===== src/sos_map.vh =====
`ifndef SOS_MAP_VH
`define SOS_MAP_VH

// Register byte addresses.
`define SOS_ADDR_CTRL 8'h00
`define SOS_ADDR_FUNC 8'h04
`define SOS_ADDR_FREQ_THR 8'h08
`define SOS_ADDR_LOAD_THR 8'h0c
`define SOS_ADDR_FB_LIMIT 8'h10
`define SOS_ADDR_START_FREQ 8'h14
`define SOS_ADDR_LOGIC 8'h18
`define SOS_ADDR_OUT_STATE 8'h1c
`define SOS_ADDR_INT_STATUS 8'h20
`define SOS_ADDR_INT_MASK 8'h24

// Control register fields.
`define SOS_CTRL_ANALOG_SEL 0
`define SOS_CTRL_CONTACT_A 4
`define SOS_CTRL_CONTACT_B 5
`define SOS_CTRL_RELAY_FUNC 8
`define SOS_CTRL_RELAY_VALUE 9
`define SOS_CTRL_WD_FAULT 12
`define SOS_CTRL_REF_CURRENT 13

// Function code fields and codes.
`define SOS_FUNC_A_LSB 0
`define SOS_FUNC_B_LSB 8
`define SOS_FN_RUN 4'h0
`define SOS_FN_FREQ_REACHED 4'h1
`define SOS_FN_FREQ_EXCEEDED 4'h2
`define SOS_FN_OVERLOAD 4'h3
`define SOS_FN_PID_DEV 4'h4
`define SOS_FN_FAULT 4'h5
`define SOS_FN_REF_LOSS 4'h6
`define SOS_FN_FB_LIMIT 4'h7
`define SOS_FN_WATCHDOG 4'h8
`define SOS_FN_LOGIC 4'h9
`define SOS_FN_FIELDBUS 4'ha
`define SOS_FN_COUNT 11

// Logic link fields and operations.
`define SOS_LOGIC_OPA_LSB 0
`define SOS_LOGIC_OPB_LSB 8
`define SOS_LOGIC_OP_LSB 16
`define SOS_OP_AND 2'h0
`define SOS_OP_OR 2'h1
`define SOS_OP_XOR 2'h2

// Analog source codes.
`define SOS_AM_FREQ 1'b0
`define SOS_AM_CURRENT 1'b1

// Reset values.
`define SOS_RST_CTRL 32'h0000_0000
`define SOS_RST_FUNC 32'h0000_0001
`define SOS_RST_THR 32'h0000_0000
`define SOS_RST_FB_LIMIT 32'h0000_ffff
`define SOS_RST_LOGIC 32'h0000_0000
`define SOS_RST_MASK 32'h0000_0000

// Current reference loss level in microamperes (4 mA).
`define SOS_REF_LOSS_UA 16'h0fa0

// Interrupt status bits.
`define SOS_INT_OUT_A 0
`define SOS_INT_OUT_B 1
`define SOS_INT_RELAY 2
`define SOS_INT_WIDTH 3

`endif


===== src/sos_dout.v =====
`include "sos_map.vh"

module sos_dout #(
	parameter NCOND = `SOS_FN_COUNT
) (
	// Condition flags, one per function code.
	input wire [NCOND-1:0] cond_i,
	// Configuration.
	input wire [3:0] func_i,
	input wire break_contact_i,
	// Next output level.
	output reg level_o
);

	reg active;

	always @* begin
		active = 1'b0;
		if (func_i < NCOND) begin
			active = cond_i[func_i];
		end else begin
			active = 1'b0;
		end
		level_o = active ^ break_contact_i;
	end

endmodule // sos_dout


===== src/sos_status_output.v =====
// The APB slave port and the placing of the registers were left to the implementer.
`include "sos_map.vh"

module sos_status_output #(
	parameter VW = 16
) (
	// Clock and reset.
	input wire clk_sys_i,
	input wire rst_i,
	// APB slave.
	input wire psel,
	input wire penable,
	input wire pwrite,
	input wire [7:0] paddr,
	input wire [31:0] pwdata,
	output reg [31:0] prdata,
	output reg pready,
	output reg pslverr,
	// Drive actual values, scaled so full range means fmax or 200 %.
	input wire [VW-1:0] output_freq_i,
	input wire [VW-1:0] motor_current_i,
	input wire [VW-1:0] freq_reference_i,
	input wire [VW-1:0] voltage_reference_i,
	input wire [VW-1:0] current_reference_input_i,
	input wire signed [VW-1:0] pid_deviation_i,
	input wire [VW-1:0] pid_feedback_i,
	// Drive status flags.
	input wire running_i,
	input wire accelerating_i,
	input wire decelerating_i,
	input wire drive_fault_i,
	input wire comm_watchdog_expired_i,
	input wire fieldbus_supply_fault_i,
	// Outputs.
	output reg [VW-1:0] measured_value_analog_out_o,
	output reg digital_out_a_o,
	output reg digital_out_b_o,
	output reg relay_fault_contact_o,
	output reg relay_healthy_contact_o,
	output reg irq_o
);

	reg [31:0] ctrl;
	reg [31:0] func;
	reg [31:0] freq_thr;
	reg [31:0] load_thr;
	reg [31:0] fb_limit;
	reg [31:0] start_freq;
	reg [31:0] logic_cfg;
	reg [`SOS_INT_WIDTH-1:0] int_status;
	reg [`SOS_INT_WIDTH-1:0] int_mask;
	reg [`SOS_INT_WIDTH-1:0] next_int_status;
	reg [`SOS_FN_COUNT-1:0] cond;
	reg [`SOS_FN_COUNT-1:0] cond_base;
	reg [VW-1:0] pid_dev_abs;
	reg logic_a;
	reg logic_b;
	reg logic_result;
	reg relay_fault_now;
	reg [31:0] read_value;
	reg read_hit;
	wire [1:0] next_dout;
	wire [3:0] func_code [0:1];
	wire [1:0] contact_type;
	wire wr_en;
	wire setup;

	localparam [31:0] RST_MASK = `SOS_RST_MASK;

	// Picks one condition flag by function code; unknown codes give zero.
	function cond_pick;
		input [`SOS_FN_COUNT-1:0] v;
		input [3:0] code;
		begin
			if (code < `SOS_FN_COUNT) begin
				cond_pick = v[code];
			end else begin
				cond_pick = 1'b0;
			end
		end
	endfunction

	assign setup = psel & ~penable;
	assign wr_en = psel & penable & pready & pwrite;

	assign func_code[0] = func[`SOS_FUNC_A_LSB+3:`SOS_FUNC_A_LSB];
	assign func_code[1] = func[`SOS_FUNC_B_LSB+3:`SOS_FUNC_B_LSB];
	assign contact_type[0] = ctrl[`SOS_CTRL_CONTACT_A];
	assign contact_type[1] = ctrl[`SOS_CTRL_CONTACT_B];

	// Status conditions, rebuilt from the drive flags every cycle.
	always @* begin
		if (pid_deviation_i[VW-1]) begin
			pid_dev_abs = -pid_deviation_i;
		end else begin
			pid_dev_abs = pid_deviation_i;
		end
		cond_base = {`SOS_FN_COUNT{1'b0}};
		cond_base[`SOS_FN_RUN] = running_i;
		cond_base[`SOS_FN_FREQ_REACHED] = running_i &
			(output_freq_i == freq_reference_i);
		cond_base[`SOS_FN_FREQ_EXCEEDED] =
			(accelerating_i & (output_freq_i > freq_thr[VW-1:0])) |
			(decelerating_i &
			(output_freq_i > freq_thr[16+VW-1:16]));
		cond_base[`SOS_FN_OVERLOAD] =
			motor_current_i > load_thr[VW-1:0];
		cond_base[`SOS_FN_PID_DEV] =
			pid_dev_abs > load_thr[16+VW-1:16];
		cond_base[`SOS_FN_FAULT] = drive_fault_i |
			(ctrl[`SOS_CTRL_WD_FAULT] &
			comm_watchdog_expired_i);
		if (ctrl[`SOS_CTRL_REF_CURRENT]) begin
			cond_base[`SOS_FN_REF_LOSS] = running_i &
				(current_reference_input_i <
				`SOS_REF_LOSS_UA);
		end else begin
			cond_base[`SOS_FN_REF_LOSS] = running_i &
				(voltage_reference_i <
				start_freq[VW-1:0]);
		end
		cond_base[`SOS_FN_FB_LIMIT] = running_i &
			((pid_feedback_i > fb_limit[VW-1:0]) |
			(pid_feedback_i < fb_limit[16+VW-1:16]));
		cond_base[`SOS_FN_WATCHDOG] =
			comm_watchdog_expired_i;
		cond_base[`SOS_FN_FIELDBUS] =
			fieldbus_supply_fault_i;
		logic_a = cond_pick(cond_base,
			logic_cfg[`SOS_LOGIC_OPA_LSB+3:`SOS_LOGIC_OPA_LSB]);
		logic_b = cond_pick(cond_base,
			logic_cfg[`SOS_LOGIC_OPB_LSB+3:`SOS_LOGIC_OPB_LSB]);
		case (logic_cfg[`SOS_LOGIC_OP_LSB+1:`SOS_LOGIC_OP_LSB])
		`SOS_OP_AND: begin
			logic_result = logic_a & logic_b;
		end
		`SOS_OP_OR: begin
			logic_result = logic_a | logic_b;
		end
		`SOS_OP_XOR: begin
			logic_result = logic_a ^ logic_b;
		end
		default: begin
			logic_result = 1'b0;
		end
		endcase
		cond = cond_base;
		cond[`SOS_FN_LOGIC] = logic_result;
	end

	genvar gi;
	generate
		for (gi = 0; gi < 2; gi = gi + 1) begin : g_dout
			sos_dout #(
				.NCOND(`SOS_FN_COUNT)
			) u_dout (
				.cond_i(cond),
				.func_i(func_code[gi]),
				.break_contact_i(contact_type[gi]),
				.level_o(next_dout[gi])
			);
		end
	endgenerate

	// The relay reports faults, or in general mode follows software.
	always @* begin
		if (ctrl[`SOS_CTRL_RELAY_FUNC]) begin
			relay_fault_now = ~ctrl[`SOS_CTRL_RELAY_VALUE];
		end else begin
			relay_fault_now = cond[`SOS_FN_FAULT];
		end
	end

	// Events: rising edges of the digital output levels and of the relay fault contact.
	always @* begin
		next_int_status = int_status;
		if (wr_en && paddr == `SOS_ADDR_INT_STATUS) begin
			next_int_status = int_status &
				~pwdata[`SOS_INT_WIDTH-1:0];
		end
		if (next_dout[0] & ~digital_out_a_o) begin
			next_int_status[`SOS_INT_OUT_A] = 1'b1;
		end
		if (next_dout[1] & ~digital_out_b_o) begin
			next_int_status[`SOS_INT_OUT_B] = 1'b1;
		end
		if (relay_fault_now & ~relay_fault_contact_o) begin
			next_int_status[`SOS_INT_RELAY] = 1'b1;
		end
	end

	// Read decode, captured in the setup phase.
	always @* begin
		read_hit = 1'b1;
		case (paddr)
		`SOS_ADDR_CTRL: begin
			read_value = ctrl;
		end
		`SOS_ADDR_FUNC: begin
			read_value = func;
		end
		`SOS_ADDR_FREQ_THR: begin
			read_value = freq_thr;
		end
		`SOS_ADDR_LOAD_THR: begin
			read_value = load_thr;
		end
		`SOS_ADDR_FB_LIMIT: begin
			read_value = fb_limit;
		end
		`SOS_ADDR_START_FREQ: begin
			read_value = start_freq;
		end
		`SOS_ADDR_LOGIC: begin
			read_value = logic_cfg;
		end
		`SOS_ADDR_OUT_STATE: begin
			read_value = {28'h0000000, relay_healthy_contact_o,
				relay_fault_contact_o, digital_out_b_o,
				digital_out_a_o};
		end
		`SOS_ADDR_INT_STATUS: begin
			read_value = {29'h0000000, int_status};
		end
		`SOS_ADDR_INT_MASK: begin
			read_value = {29'h0000000, int_mask};
		end
		default: begin
			read_value = 32'h0000_0000;
			read_hit = 1'b0;
		end
		endcase
	end

	// APB slave: one access cycle, answer registered at setup.
	always @(posedge clk_sys_i) begin
		if (rst_i) begin
			pready <= 1'b0;
			pslverr <= 1'b0;
			prdata <= 32'h0000_0000;
		end else begin
			pready <= setup;
			if (setup) begin
				pslverr <= ~read_hit;
				if (pwrite || !read_hit) begin
					prdata <= 32'h0000_0000;
				end else begin
					prdata <= read_value;
				end
			end
		end
	end

	// Software registers.
	always @(posedge clk_sys_i) begin
		if (rst_i) begin
			ctrl <= `SOS_RST_CTRL;
			func <= `SOS_RST_FUNC;
			freq_thr <= `SOS_RST_THR;
			load_thr <= `SOS_RST_THR;
			fb_limit <= `SOS_RST_FB_LIMIT;
			start_freq <= `SOS_RST_THR;
			logic_cfg <= `SOS_RST_LOGIC;
			int_mask <= RST_MASK[`SOS_INT_WIDTH-1:0];
		end else if (wr_en) begin
			case (paddr)
			`SOS_ADDR_CTRL: begin
				ctrl <= pwdata & 32'h0000_3331;
			end
			`SOS_ADDR_FUNC: begin
				func <= pwdata & 32'h0000_0f0f;
			end
			`SOS_ADDR_FREQ_THR: begin
				freq_thr <= pwdata;
			end
			`SOS_ADDR_LOAD_THR: begin
				load_thr <= pwdata;
			end
			`SOS_ADDR_FB_LIMIT: begin
				fb_limit <= pwdata;
			end
			`SOS_ADDR_START_FREQ: begin
				start_freq <= pwdata & 32'h0000_ffff;
			end
			`SOS_ADDR_LOGIC: begin
				logic_cfg <= pwdata & 32'h0003_0f0f;
			end
			`SOS_ADDR_INT_MASK: begin
				int_mask <= pwdata[`SOS_INT_WIDTH-1:0];
			end
			default: begin
				ctrl <= ctrl;
			end
			endcase
		end
	end

	// Registered outputs, refreshed every cycle.
	always @(posedge clk_sys_i) begin
		if (rst_i) begin
			measured_value_analog_out_o <= {VW{1'b0}};
			digital_out_a_o <= 1'b0;
			digital_out_b_o <= 1'b0;
			relay_fault_contact_o <= 1'b1;
			relay_healthy_contact_o <= 1'b0;
			int_status <= {`SOS_INT_WIDTH{1'b0}};
			irq_o <= 1'b0;
		end else begin
			if (ctrl[`SOS_CTRL_ANALOG_SEL] == `SOS_AM_CURRENT) begin
				measured_value_analog_out_o <=
					motor_current_i;
			end else begin
				measured_value_analog_out_o <=
					output_freq_i;
			end
			digital_out_a_o <= next_dout[0];
			digital_out_b_o <= next_dout[1];
			relay_fault_contact_o <= relay_fault_now;
			relay_healthy_contact_o <= ~relay_fault_now;
			int_status <= next_int_status;
			irq_o <= |(next_int_status & int_mask);
		end
	end

endmodule // sos_status_output


===== config.mk =====
export PLATFORM = sky130hd
export DESIGN_NAME = sos_status_output
export DESIGN_NICKNAME = d
export VERILOG_FILES = /design/src/sos_dout.v /design/src/sos_status_output.v
export VERILOG_INCLUDE_DIRS = /design/src
export SDC_FILE = /design/constraint.sdc
export NUM_CORES = 1
export LEC_CHECK = 0
export CAP_MARGIN = 10
export CELL_PAD_IN_SITES_DETAIL_PLACEMENT = 1
export CELL_PAD_IN_SITES_GLOBAL_PLACEMENT = 2
export CORE_UTILIZATION = 40
export DETAILED_ROUTE_END_ITERATION = 10
export DONT_BUFFER_PORTS = 1
export PLACE_DENSITY = 0.86
export SYNTH_ARGS = -nofsm -noshare
export SYNTH_HDL_FRONTEND = slang
export SYNTH_SLANG_ARGS = --single-unit
export TNS_END_PERCENT = 100

===== constraint.sdc =====
create_clock -name clk_sys_i -period 8.5 [get_ports clk_sys_i]
set_clock_uncertainty 0.1 [all_clocks]
set_input_delay 0 -clock clk_sys_i [delete_from_list [all_inputs] [get_ports clk_sys_i]]
set_output_delay 0 -clock clk_sys_i [all_outputs]
set_load 0.02 [all_outputs]

Word-level counts from Yosys, hierarchy flattened:

Index checks and enable logic that the tools add are counted.

* add/subtract/negate cells: 1
* multiply operators: 0
* divide/modulo/power cells: 0
* order comparisons: 16
* equality and inequality tests: 12
* shifts and indexed selects: 0
* mux-type cells: 24
* bitwise gates (word level): 32
* reductions and logical operators: 15

Operators with widths (count)
* one-hot mux 32 bit (10 select lines): 1
* > comparator 16 bit: 5
* equality test 8 x 5 -> 1 bit, second input constant: 4
* less-than comparator 16 bit: 2
* 2-to-1 mux 16 bit: 2
* 2-to-1 mux 32 bit: 1
* less-than comparator 4 x 5 -> 1 bit, second input constant: 4
* binary-select mux 1 bit (select 4 bit): 4
* equality test 16 bit: 1
* equality test 8 x 4 -> 1 bit, second input constant: 2
* equality test 8 x 6 -> 1 bit, second input constant: 2
* less-than comparator 16 x 12 -> 1 bit, second input constant: 1
* less-than comparator 4 bit, second input constant: 4
* negator 16 bit: 1
* AND reduction 2 bit: 8
* AND 1 bit: 15
* 2-to-1 mux 1 bit: 14
* OR reduction 10 bit: 1
* equality test 8 x 3 -> 1 bit, second input constant: 1
* zero test 8 bit: 1
* inverter 1 bit: 7
* AND 3 bit: 2
* OR 1 bit: 4
* 2-to-1 mux 3 bit: 1
* 10 further kinds: 12

* bits in registers: 198
* latch bits: 0
* RAM bits: 0
* memory bits (read-only): 0
* bits of input ports: 163
* word-level logic and storage cells: 118
* memories: 0

Longest topological paths before layout:

Gate-level depths: netlist (run 1).

* depth in word-level cells: 16
* gate-level depth with buffers: 26

Hierarchy:

A second synthesis (run 1) with hierarchy kept.

* cells, all modules: 1483
* area total of the unflattened synthesis: 11591.1 µm²

Modules (own cells, without submodules)
* sos_status_output: times used 1, cells each 1463, area each 11363.4 µm², sequential area each 3963.8 µm²
* sos_dout: times used 2, cells each 10, area each 113.9 µm², sequential area each 0.0 µm²

Least setup slack after synthesis (run 1):

No wires, ideal clock.

* path type: input -> register
* from: in pid_deviation_i[7]
* to: reg irq_o
* setup time: 122 ps
* data arrival time: 4521 ps
* data required time: 8278 ps
* slack: 3757 ps
* cell stages on the path: 21
* path buffers: 0
* path through: or4_1 -> or4_1 -> o31ai_1 -> xnor2_1 -> ha_1 -> nand4_1 -> nor2_1 -> a221o_1 -> o31ai_1 -> o21ai_0 -> mux2i_1 -> o32a_1 -> ha_1 -> nand3b_1 -> o21ai_0 -> a41o_1 -> o31ai_1 -> o211ai_2 -> o311ai_2 -> mux2_4 -> a221o_1

* cells in the longest elaborated chain, start to end: 16
* elaborated cells between the ends (all ways): 27
* classes of those cells: add/sub: 1; order compare: 1; mux: 16; bitwise: 8; reduce/logical: 1

Ends and longest elaborated chain
* start: declaration: line sos_status_output.v:25 `input wire signed [VW-1:0] pid_deviation_i,`
* negator 16 bit: line sos_status_output.v:94 `pid_dev_abs = -pid_deviation_i;`
* 2-to-1 mux 16 bit *: line sos_status_output.v:93 `if (pid_deviation_i[VW-1]) begin`
* > comparator 16 bit *: line sos_status_output.v:109 `pid_dev_abs > load_thr[16+VW-1:16];`
* binary-select mux 1 bit (select 4 bit): line sos_status_output.v:76 `cond_pick = v[code];`
* 2-to-1 mux 1 bit (implied by the code): line sos_status_output.v:76
* 2-to-1 mux 1 bit: line sos_status_output.v:75 `` if (code < `SOS_FN_COUNT) begin ``
* bitwise XOR 1 bit (tied with other cells): line sos_status_output.v:141 `logic_result = logic_a ^ logic_b;`
* one-hot mux 1 bit (3 select lines): line sos_status_output.v:133 `` case (logic_cfg[`SOS_LOGIC_OP_LSB+1:`SOS_LOGIC_OP_LSB]) ``
* binary-select mux 1 bit (select 4 bit): line sos_dout.v:20 `active = cond_i[func_i];`
* 2-to-1 mux 1 bit (implied by the code): line sos_dout.v:20
* 2-to-1 mux 1 bit: line sos_dout.v:19 `if (func_i < NCOND) begin`
* bitwise XOR 1 bit: line sos_dout.v:24 `level_o = active ^ break_contact_i;`
* AND 1 bit (on tied branches): line sos_status_output.v:181, sos_status_output.v:184
* 2-to-1 mux 1 bit (on tied branches): line sos_status_output.v:181, sos_status_output.v:184
* AND 3 bit *: line sos_status_output.v:321 `irq_o <= |(next_int_status & int_mask);`
* OR reduction 3 bit *: line sos_status_output.v:321
* end signal: assignment: line sos_status_output.v:321
* end: declaration: line sos_status_output.v:40 `output reg irq_o`

Every way passes the cells marked *; elsewhere a longest branch is shown, timed or not. The select of a mux whose other input is x is not followed.
A chain may end at the register's enable or synchronous reset.

Worst setup path after layout (run 1):

Ends and elaborated chain as after synthesis.

==> reports/summary.txt, run 1 <==
drt initial violations = 956
Final WS setup = 3.02 ns
net switching power = 0.544 mW
H-tree depth = 4
Setup violations, final = 0
Avg WL per Cell = 24.1 um
crit path DAT = 5.72 ns
Overall Global Routing Usage = 0.312
Post-route DRC = 0
post-synth cell types = 66
share of power burned in registers = 0.483
setup TNS = 0 ns
Min Hold Slack = -0.112 ns
Min Clock Period, post-route = 5.48 ns
final wirelength = 45,800 um
worst path bufs/invs = 1
crit end category = flop
drt via density = 6.00
Synth Cell Area = 11,500 sq um
Clk pwr share = 0.424
fmax = 183 MHz
Max Transition Viols Final = 0
Yosys reg bits = 198
Core Box Area = 28,000 sq um
WP data required = 8.74 ns
IO Port Bufs = 0
failing checks = negative hold slack
Comb pwr share = 0.093
CTS Sinks = 198
Die H = 172 um
Horiz. Die Dim = 172 um
largest net degree at the start of global routing = 200
Pleak = 4.53 nW
GP Congestion = 0.871
GR Overflow Total = 0
Starting Density = 0.411
Max VDD drop = 0.135 mV
Slew @ Worst Pin = 1.20 ns
via count = 11,391
crit-path max FO = 4
CTS root buf = clkbuf_16
initial antenna violation count = 4
Hold Buf Count CTS = 77
Post-synth top cells = nand2_1 (277), dfxtp_1 (198), a21oi_1 (195), inv_1 (126), nor2_1 (120)
cell taking the most area after synthesis = dfxtp_1
Most common cell on crit path = o31ai_1
pre-CTS setup slack = 2.62 ns
Synth area leaders = dfxtp_1 (34%), ha_1 (12%), nand2_1 (9.0%)
Max Cap Violations = 0
RSZ-0062 raised after global routing = no
number of synthesis warnings = 0
switching share of power = 0.279
Placed Area = 11,800 sq um
count leader, synth = nand2_1
Tot Pwr = 1.95 mW
layout cell share with drive strength beyond 1 = 0.0442
P_int = 1.41 mW
Gate Count Post-Synth = 1,480
Die Area = 29,400 sq um
worst-path cell chain = or4_1 -> or4_1 -> o31ai_1 -> xnor2_1 -> ha_1 -> nand4_1 -> nor2_1 -> a221o_1 -> o31ai_1 -> o21ai_0 -> mux2i_1 -> o32a_1 -> ha_1 -> inv_1 -> mux2i_1 -> o21ai_0 -> a41o_1 -> o31ai_1 -> o211ai_2 -> o311ai_2 -> mux2_4 -> a221o_1
dpl hpwl = 32,200 um
TritonCTS clock tree = built
post-synth net total = 1,756
site row count = 61
DRT antenna net count = 0
Worst path max stage delay = 0.95 ns
Post-synth EDFFs = 0
number of detailed-route iterations in the first pass = 7
Synth-to-Final Area Change = 14.1%
family with the most delay on the worst path = compound AO/OA/AOI/OAI gates
highest-delay cell along the critical path = o31ai_1
syn_area_per_cell = 7.77 sq um
global-route wire length before repair = 67,900 um
Startpoint Class = input port
worst rel slew slack = 0.196
fin area = 13,100 sq um
pwr dens = 149 nW/um^2
number of global-route vias before repair = 11,302
period utilisation layout = 0.644
outcome = finished, violations left
final net count = 1,779
final hold vios = 21
clock-pin slew on the worst setup and hold paths = 0.08 ns
clock insertion delay at the later pin of the skew report = 0.46 ns
top_reg_cell synth = dfxtp_1
postcts setup bufs = 0
clk buf depth = 2
Setup CP Type = input port to flop
CTS resizes = 0
post-synth top area share = 0.344
Async SR Flop Fraction = 0
I/O pins = 218
cts bufs inserted = 17
post-synthesis sequential area ratio = 0.344
HP Class = input port to flop
[through the flow]
step	utilization	cells
final	0.469	1897
after detailed placement	0.420	1785
after CTS	0.469	1894
after global placement	0.420	1785
after global routing	0.469	1895
after floorplan	-	1480
[layout by cell type, fill, tap and decap left out, drive strengths merged, types with 7 or more instances in the layout]
cell type / n
a22o: 7
clkbuf: 17
xnor2: 13
xor2: 17
a31oi: 15
buf: 12
a211o: 17
a21o: 10
nor2b: 7
ha: 113
nand4: 24
inv: 136
and2: 7
o31ai: 10
dlygate4sd3: 76
a22oi: 17
o21ai: 21
nand2b: 8
nand2: 277
nand3: 32
nor2: 120
nor4: 13
dfxtp: 198
mux2i: 35
nor3: 9
a21oi: 195
a222oi: 28
[path summary, 6_finish.rpt]
path	from	to	slack, ns	cells past startpoint
worst min-delay path	rst_i	prdata[2]$_SDFFE_PP0P_	-0.11	2
worst max register to register	load_thr[30]$_SDFFE_PP0P_	irq_o$_SDFF_PP0_	3.58	19
worst max-delay path	pid_deviation_i[7]	irq_o$_SDFF_PP0_	3.02	22
worst min register to register	fb_limit[17]$_SDFFE_PP0P_	fb_limit[17]$_SDFFE_PP0P_	0.38	2
[flip-flops by register name (all words and copies together) (netlist names)]
signal	count
digital_out_b_o	1
relay_healthy_contact_o	1
irq_o	1
int_mask	3
logic_cfg	10
pready	1
relay_fault_contact_o	1
start_freq	16
digital_out_a_o	1
ctrl	7
measured_value_analog_out_o	16
pslverr	1
func	8
fb_limit	32
prdata	32
load_thr	32
freq_thr	32
int_status	3
[routing by layer]
layer / up-vias / global-route usage / part of all wire / routed length (um)
met5: - / 0 / 0.00048 / 22
met4: 4 / 0.0932 / 0.019 / 878
met3: 63 / 0.0688 / 0.087 / 4000
met2: 480 / 0.494 / 0.45 / 20600
met1: 5629 / 0.420 / 0.44 / 20300
li1: 5215 / - / - / -
[logic make-up (layout without fill, tap and decap cells)]
family          count (synthesis)  count (layout)  share of synthesized area
flops                         198             198                      0.344
other cells                     0               3                          0
buf+inv                       210             246                     0.0697
simple gates                  523             523                      0.196
mux                            40              40                     0.0357
xor+xnor                       30              30                     0.0228
compound gates                366             366                      0.208
fa+ha+maj                     113             113                      0.123
[power by group through the flow]
stage	Combinational [mW]	Sequential (mW)	Clock, mW
CTS	0.178	0.943	0.837
detailed placement	0.121	0.965	0
finish	0.181	0.943	0.826
global route	0.201	0.944	0.870
global placement	0.114	0.964	0
floorplan	0.107	0.963	0
[final cells by class]
| type | count | area, sq um |
|---|---|---|
| Sequential cell | 198 | 3960 |
| Clock buffer | 17 | 425 |
| Timing Repair Buffer | 88 | 871 |
| Fill cell | 3410 | 14900 |
| Antenna cell | 3 | 7.51 |
| Clock inverter | 15 | 155 |
| Multi-Input combinational cell | 1072 | 6770 |
| Tap cell | 378 | 473 |
| Inverter | 126 | 473 |
Note: power is estimated with default switching activity, not from simulation.
==> run 2: changes to the inputs <==
Settings changed: CORE_UTILIZATION 40 to 37, PLACE_DENSITY 0.86 to 0.8.
Clock period 8.5 ns to 5.1 ns, I/O delays scaled along.
==> reports/summary.txt, run 2 (synthesized netlist as in run 1, its figures left out) <==
worst rel slew slack = 0.273
Setup violations, final = 0
dpl hpwl = 32,900 um
Post-route DRC = 0
cts bufs inserted = 17
Slew @ Worst Pin = 1.09 ns
DRT antenna net count = 0
Setup CP Type = input port to flop
largest net degree at the start of global routing = 201
I/O pins = 218
Min Clock Period, post-route = 4.75 ns
postcts setup bufs = 0
HP Class = input port to flop
clock-pin slew on the worst setup and hold paths = 0.09 ns
clock insertion delay at the later pin of the skew report = 0.46 ns
number of detailed-route iterations in the first pass = 7
Hold Path Stages = 2
GP Congestion = 0.850
most frequent cells in the layout = nand2_1 (276), dfxtp_1 (198), a21oi_1 (195)
Worst Hold Launch = rst_i
final hold vios = 37
CTS Sinks = 198
Core Box Area = 30,600 sq um
Min Hold Slack = -0.0629 ns
drt via density = 5.89
Final WS setup = 0.347 ns
Pleak = 4.55 nW
Overall Global Routing Usage = 0.290
via count = 11,285
Die Area = 31,800 sq um
Avg WL per Cell = 24.1 um
layout cell share with drive strength beyond 1 = 0.0475
crit end category = flop
failing checks = negative hold slack
R2R setup slack = 0.46 ns
initial antenna violation count = 4
setup TNS = 0 ns
H-tree depth = 4
Horiz. Die Dim = 178 um
Max Cap Violations = 0
outcome = finished, violations left
Hold EP = int_mask[1]$_SDFFE_PP0P_
RSZ-0062 raised after global routing = no
GR Overflow Total = 0
IO Port Bufs = 0
Starting Density = 0.376
Worst Reg-to-Reg Cells = 19
final wirelength = 46,200 um
Die H = 178 um
pre-CTS setup slack = -0.238 ns
fmax = 210 MHz
final net count = 1,780
Tot Pwr = 3.31 mW
period utilisation layout = 0.932
drt initial violations = 813
WP data required = 5.35 ns
Max VDD drop = 0.245 mV
site row count = 64
global-route wire length before repair = 68,200 um
most common cell after layout, fill and taps aside = nand2_1
pwr dens = 251 nW/um^2
Max Transition Viols Final = 0
R2R Path End = irq_o$_SDFF_PP0_
Startpoint Class = input port
Synth-to-Final Area Change = 14.8%
crit-path max FO = 4
r2r startpoint = load_thr[10]$_SDFFE_PP0P_
number of global-route vias before repair = 11,066
crit path DAT = 5.01 ns
CTS root buf = clkbuf_16
clk buf depth = 2
TritonCTS clock tree = built
==> run 2: final cells by class <==
| cell class | instances | area, sq um |
|---|---|---|
| clock inverter | 15 | 191 |
| timing repair buffer | 89 | 873 |
| sequential | 198 | 3960 |
| tap | 396 | 495 |
| inverter | 126 | 473 |
| multi-input combinational | 1072 | 6780 |
| clock buffer | 17 | 425 |
| fill | 3711 | 17400 |
| antenna | 3 | 7.51 |
==> run 2: what timing repair did <==
item / CTS / global route
endpoints found under the hold margin: 198 / 0
resized for setup: 0 / 3
setup endpoints to repair: 0 / 2
hold buffers: 75 / 0
==> run 2: worst max-delay path, cell delays in order <==
cell and delay (ns):
or4_1 0.54, or4_1 0.54, buf_4 0.17, nor4bb_1 0.32, ha_1 0.30, nand4_1 0.17
nor2_1 0.07, a221o_1 0.33, o31ai_1 0.23, buf_4 0.20, o21ai_0 0.09, mux2i_1 0.19
o32a_1 0.19, ha_1 0.23, nand3b_1 0.08, o21ai_1 0.10, a41o_1 0.26, o31ai_1 0.09
o211ai_2 0.14, o311ai_2 0.11, mux2_4 0.33, a221o_1 0.33
==> run 2: power by group <==
group | total [mW] | switching (mW) | internal [mW] | leakage (nW)
Combinational | 0.305 | 0.172 | 0.132 | 2.65
Sequential | 1.57 | 0.0163 | 1.55 | 1.60
Clock | 1.44 | 0.760 | 0.679 | 0.301
Total | 3.31 | 0.949 | 2.37 | 4.55
==> run 2: stage by stage <==
step / utilization / area (sq um) / cells
after global routing: 0.432 / 13200 / 1915
final: 0.432 / 13200 / 1916
after global placement: 0.386 / 11800 / 1806
after detailed placement: 0.386 / 11800 / 1806
after CTS: 0.431 / 13200 / 1913
after floorplan: - / 11500 / 1480
==> run 2: worst max-delay path by stage <==
stage	slack [ns]	end	from	depth (start not counted)
after detailed placement	-0.24	irq_o$_SDFF_PP0_	pid_deviation_i[7]	22
after floorplan	0.36	irq_o$_SDFF_PP0_	pid_deviation_i[7]	21
final	0.35	irq_o$_SDFF_PP0_	pid_deviation_i[7]	22
after CTS	0.21	irq_o$_SDFF_PP0_	pid_deviation_i[7]	22
after global placement	-0.06	irq_o$_SDFF_PP0_	pid_deviation_i[7]	22
after global routing	0.01	irq_o$_SDFF_PP0_	pid_deviation_i[7]	22
==> run 2: routing by layer <==
layer / routed length, um / global-route usage / up-vias
met4: 590 / 0.0561 / 2
met2: 20300 / 0.453 / 415
met3: 4000 / 0.0761 / 42
li1: - / - / 5222
met5: 11 / 0 / -
met1: 21400 / 0.401 / 5604
==> run 3: changes to the inputs <==
Settings changed: CAP_MARGIN 10 to 25, REMOVE_ABC_BUFFERS from default to 1.
==> reports/summary.txt, run 3 (synthesized netlist as in run 1, its figures left out) <==
outcome = finished, violations left
failing checks = negative hold slack
number of detailed-route iterations in the first pass = 8
crit end category = flop
clock-pin slew on the worst setup and hold paths = 0.08 ns
site row count = 64
Die H = 178 um
Pleak = 4.61 nW
Min Hold Slack = -0.0105 ns
RSZ-0062 raised after global routing = no
fmax = 208 MHz
Die Area = 31,800 sq um
Avg WL per Cell = 23.7 um
Setup CP Type = input port to flop
crit path DAT = 5.04 ns
period utilisation layout = 0.942
most frequent cells in the layout = nand2_1 (275), dfxtp_1 (198), a21oi_1 (195)
Setup violations, final = 0
Finished Layout Cells = 1,923
HP Class = input port to flop
clock insertion delay at the later pin of the skew report = 0.46 ns
drt via density = 5.82
fin area = 13,300 sq um
Slew @ Worst Pin = 1.00 ns
Max Transition Viols Final = 0
GP Congestion = 0.867
via count = 11,188
r2r startpoint = load_thr[14]$_SDFFE_PP0P_
Overall Global Routing Usage = 0.288
I/O pins = 218
dpl hpwl = 31,900 um
Critical Path Start = pid_deviation_i[7]
number of global-route vias before repair = 11,367
Starting Density = 0.376
Synth-to-Final Area Change = 15.4%
global-route wire length before repair = 68,300 um
most common cell after layout, fill and taps aside = nand2_1
final hold vios = 1
cts bufs inserted = 17
Max VDD drop = 0.225 mV
Startpoint Class = input port
clk buf depth = 2
Post-route DRC = 0
Worst Hold Launch = rst_i
drt initial violations = 954
setup TNS = 0 ns
CTS root buf = clkbuf_16
IO Port Bufs = 0
Core Box Area = 30,600 sq um
layout cell share with drive strength beyond 1 = 0.0530
Horiz. Die Dim = 178 um
Max Cap Violations = 0
final wirelength = 45,600 um
Placed Instances = 1,813
Placed Area = 11,900 sq um
GR Overflow Total = 0
DRT antenna net count = 0
crit-path max FO = 4
CTS Sinks = 198
fin util = 0.434
pwr dens = 249 nW/um^2
initial antenna violation count = 1
n_diodes = 0
Min Clock Period, post-route = 4.80 ns
WP data required = 5.34 ns
final net count = 1,790
TritonCTS clock tree = built
largest net degree at the start of global routing = 201
H-tree depth = 4
worst rel slew slack = 0.329
-- run 3: worst paths after layout --
check                                            endpoint  cells after the start  slack (ns)
worst min register to register  freq_thr[14]$_SDFFE_PP0P_                      2        0.38
worst max-delay path                     irq_o$_SDFF_PP0_                     21        0.30
worst min-delay path             int_mask[2]$_SDFFE_PP0P_                      2       -0.01
worst max register to register           irq_o$_SDFF_PP0_                     20        0.52
-- run 3: layout make-up --
class,instances,area [sq um]
Inverter,126,473
Tap cell,396,495
Clock buffer,17,425
Multi-Input combinational cell,1072,6780
Fill cell,3708,17300
Sequential cell,198,3960
Timing Repair Buffer,99,980
Clock inverter,15,156
-- run 3: report_power, final --
part / internal (mW) / switching (mW)
logic: 0.136 / 0.182
clock network: 0.697 / 0.715
registers: 1.55 / 0.0169
-- run 3: routing by layer --
metal	track usage	routed length, um	vias to the layer above
met5	0	13	-
met4	0.0950	1190	2
met3	0.0499	2690	66
met2	0.480	21500	367
met1	0.375	20200	5520
li1	-	-	5233
-- run 3: what timing repair did --
item	4_1_cts	5_1_grt
setup endpoints to repair	0	3
gates resized for setup	0	3
hold endpoints to repair	198	0
setup buffers	0	0
hold buffers	78	0
-- run 3: critical path, cell delays in order --
cell	delay, ns
or4_1	0.56
or4_1	0.55
o31ai_1	0.31
xnor2_1	0.14
ha_1	0.31
nand4_1	0.20
a2111oi_2	0.42
o31ai_1	0.13
buf_4	0.17
o21ai_0	0.16
mux2i_1	0.11
o32ai_1	0.19
ha_1	0.23
mux2i_1	0.07
o21ai_1	0.19
a31oi_1	0.11
o21a_1	0.19
a311oi_1	0.25
nand4_1	0.13
mux2_2	0.30
a221o_1	0.31
-- run 3: through the flow --
stage	setup slack [ns]	power (mW)
after floorplan	0.357	1.76
final	0.297	3.30
after global placement	0.0189	1.81
after global routing	0.0401	3.41
after detailed placement	-0.204	1.83
after CTS	0.219	3.32
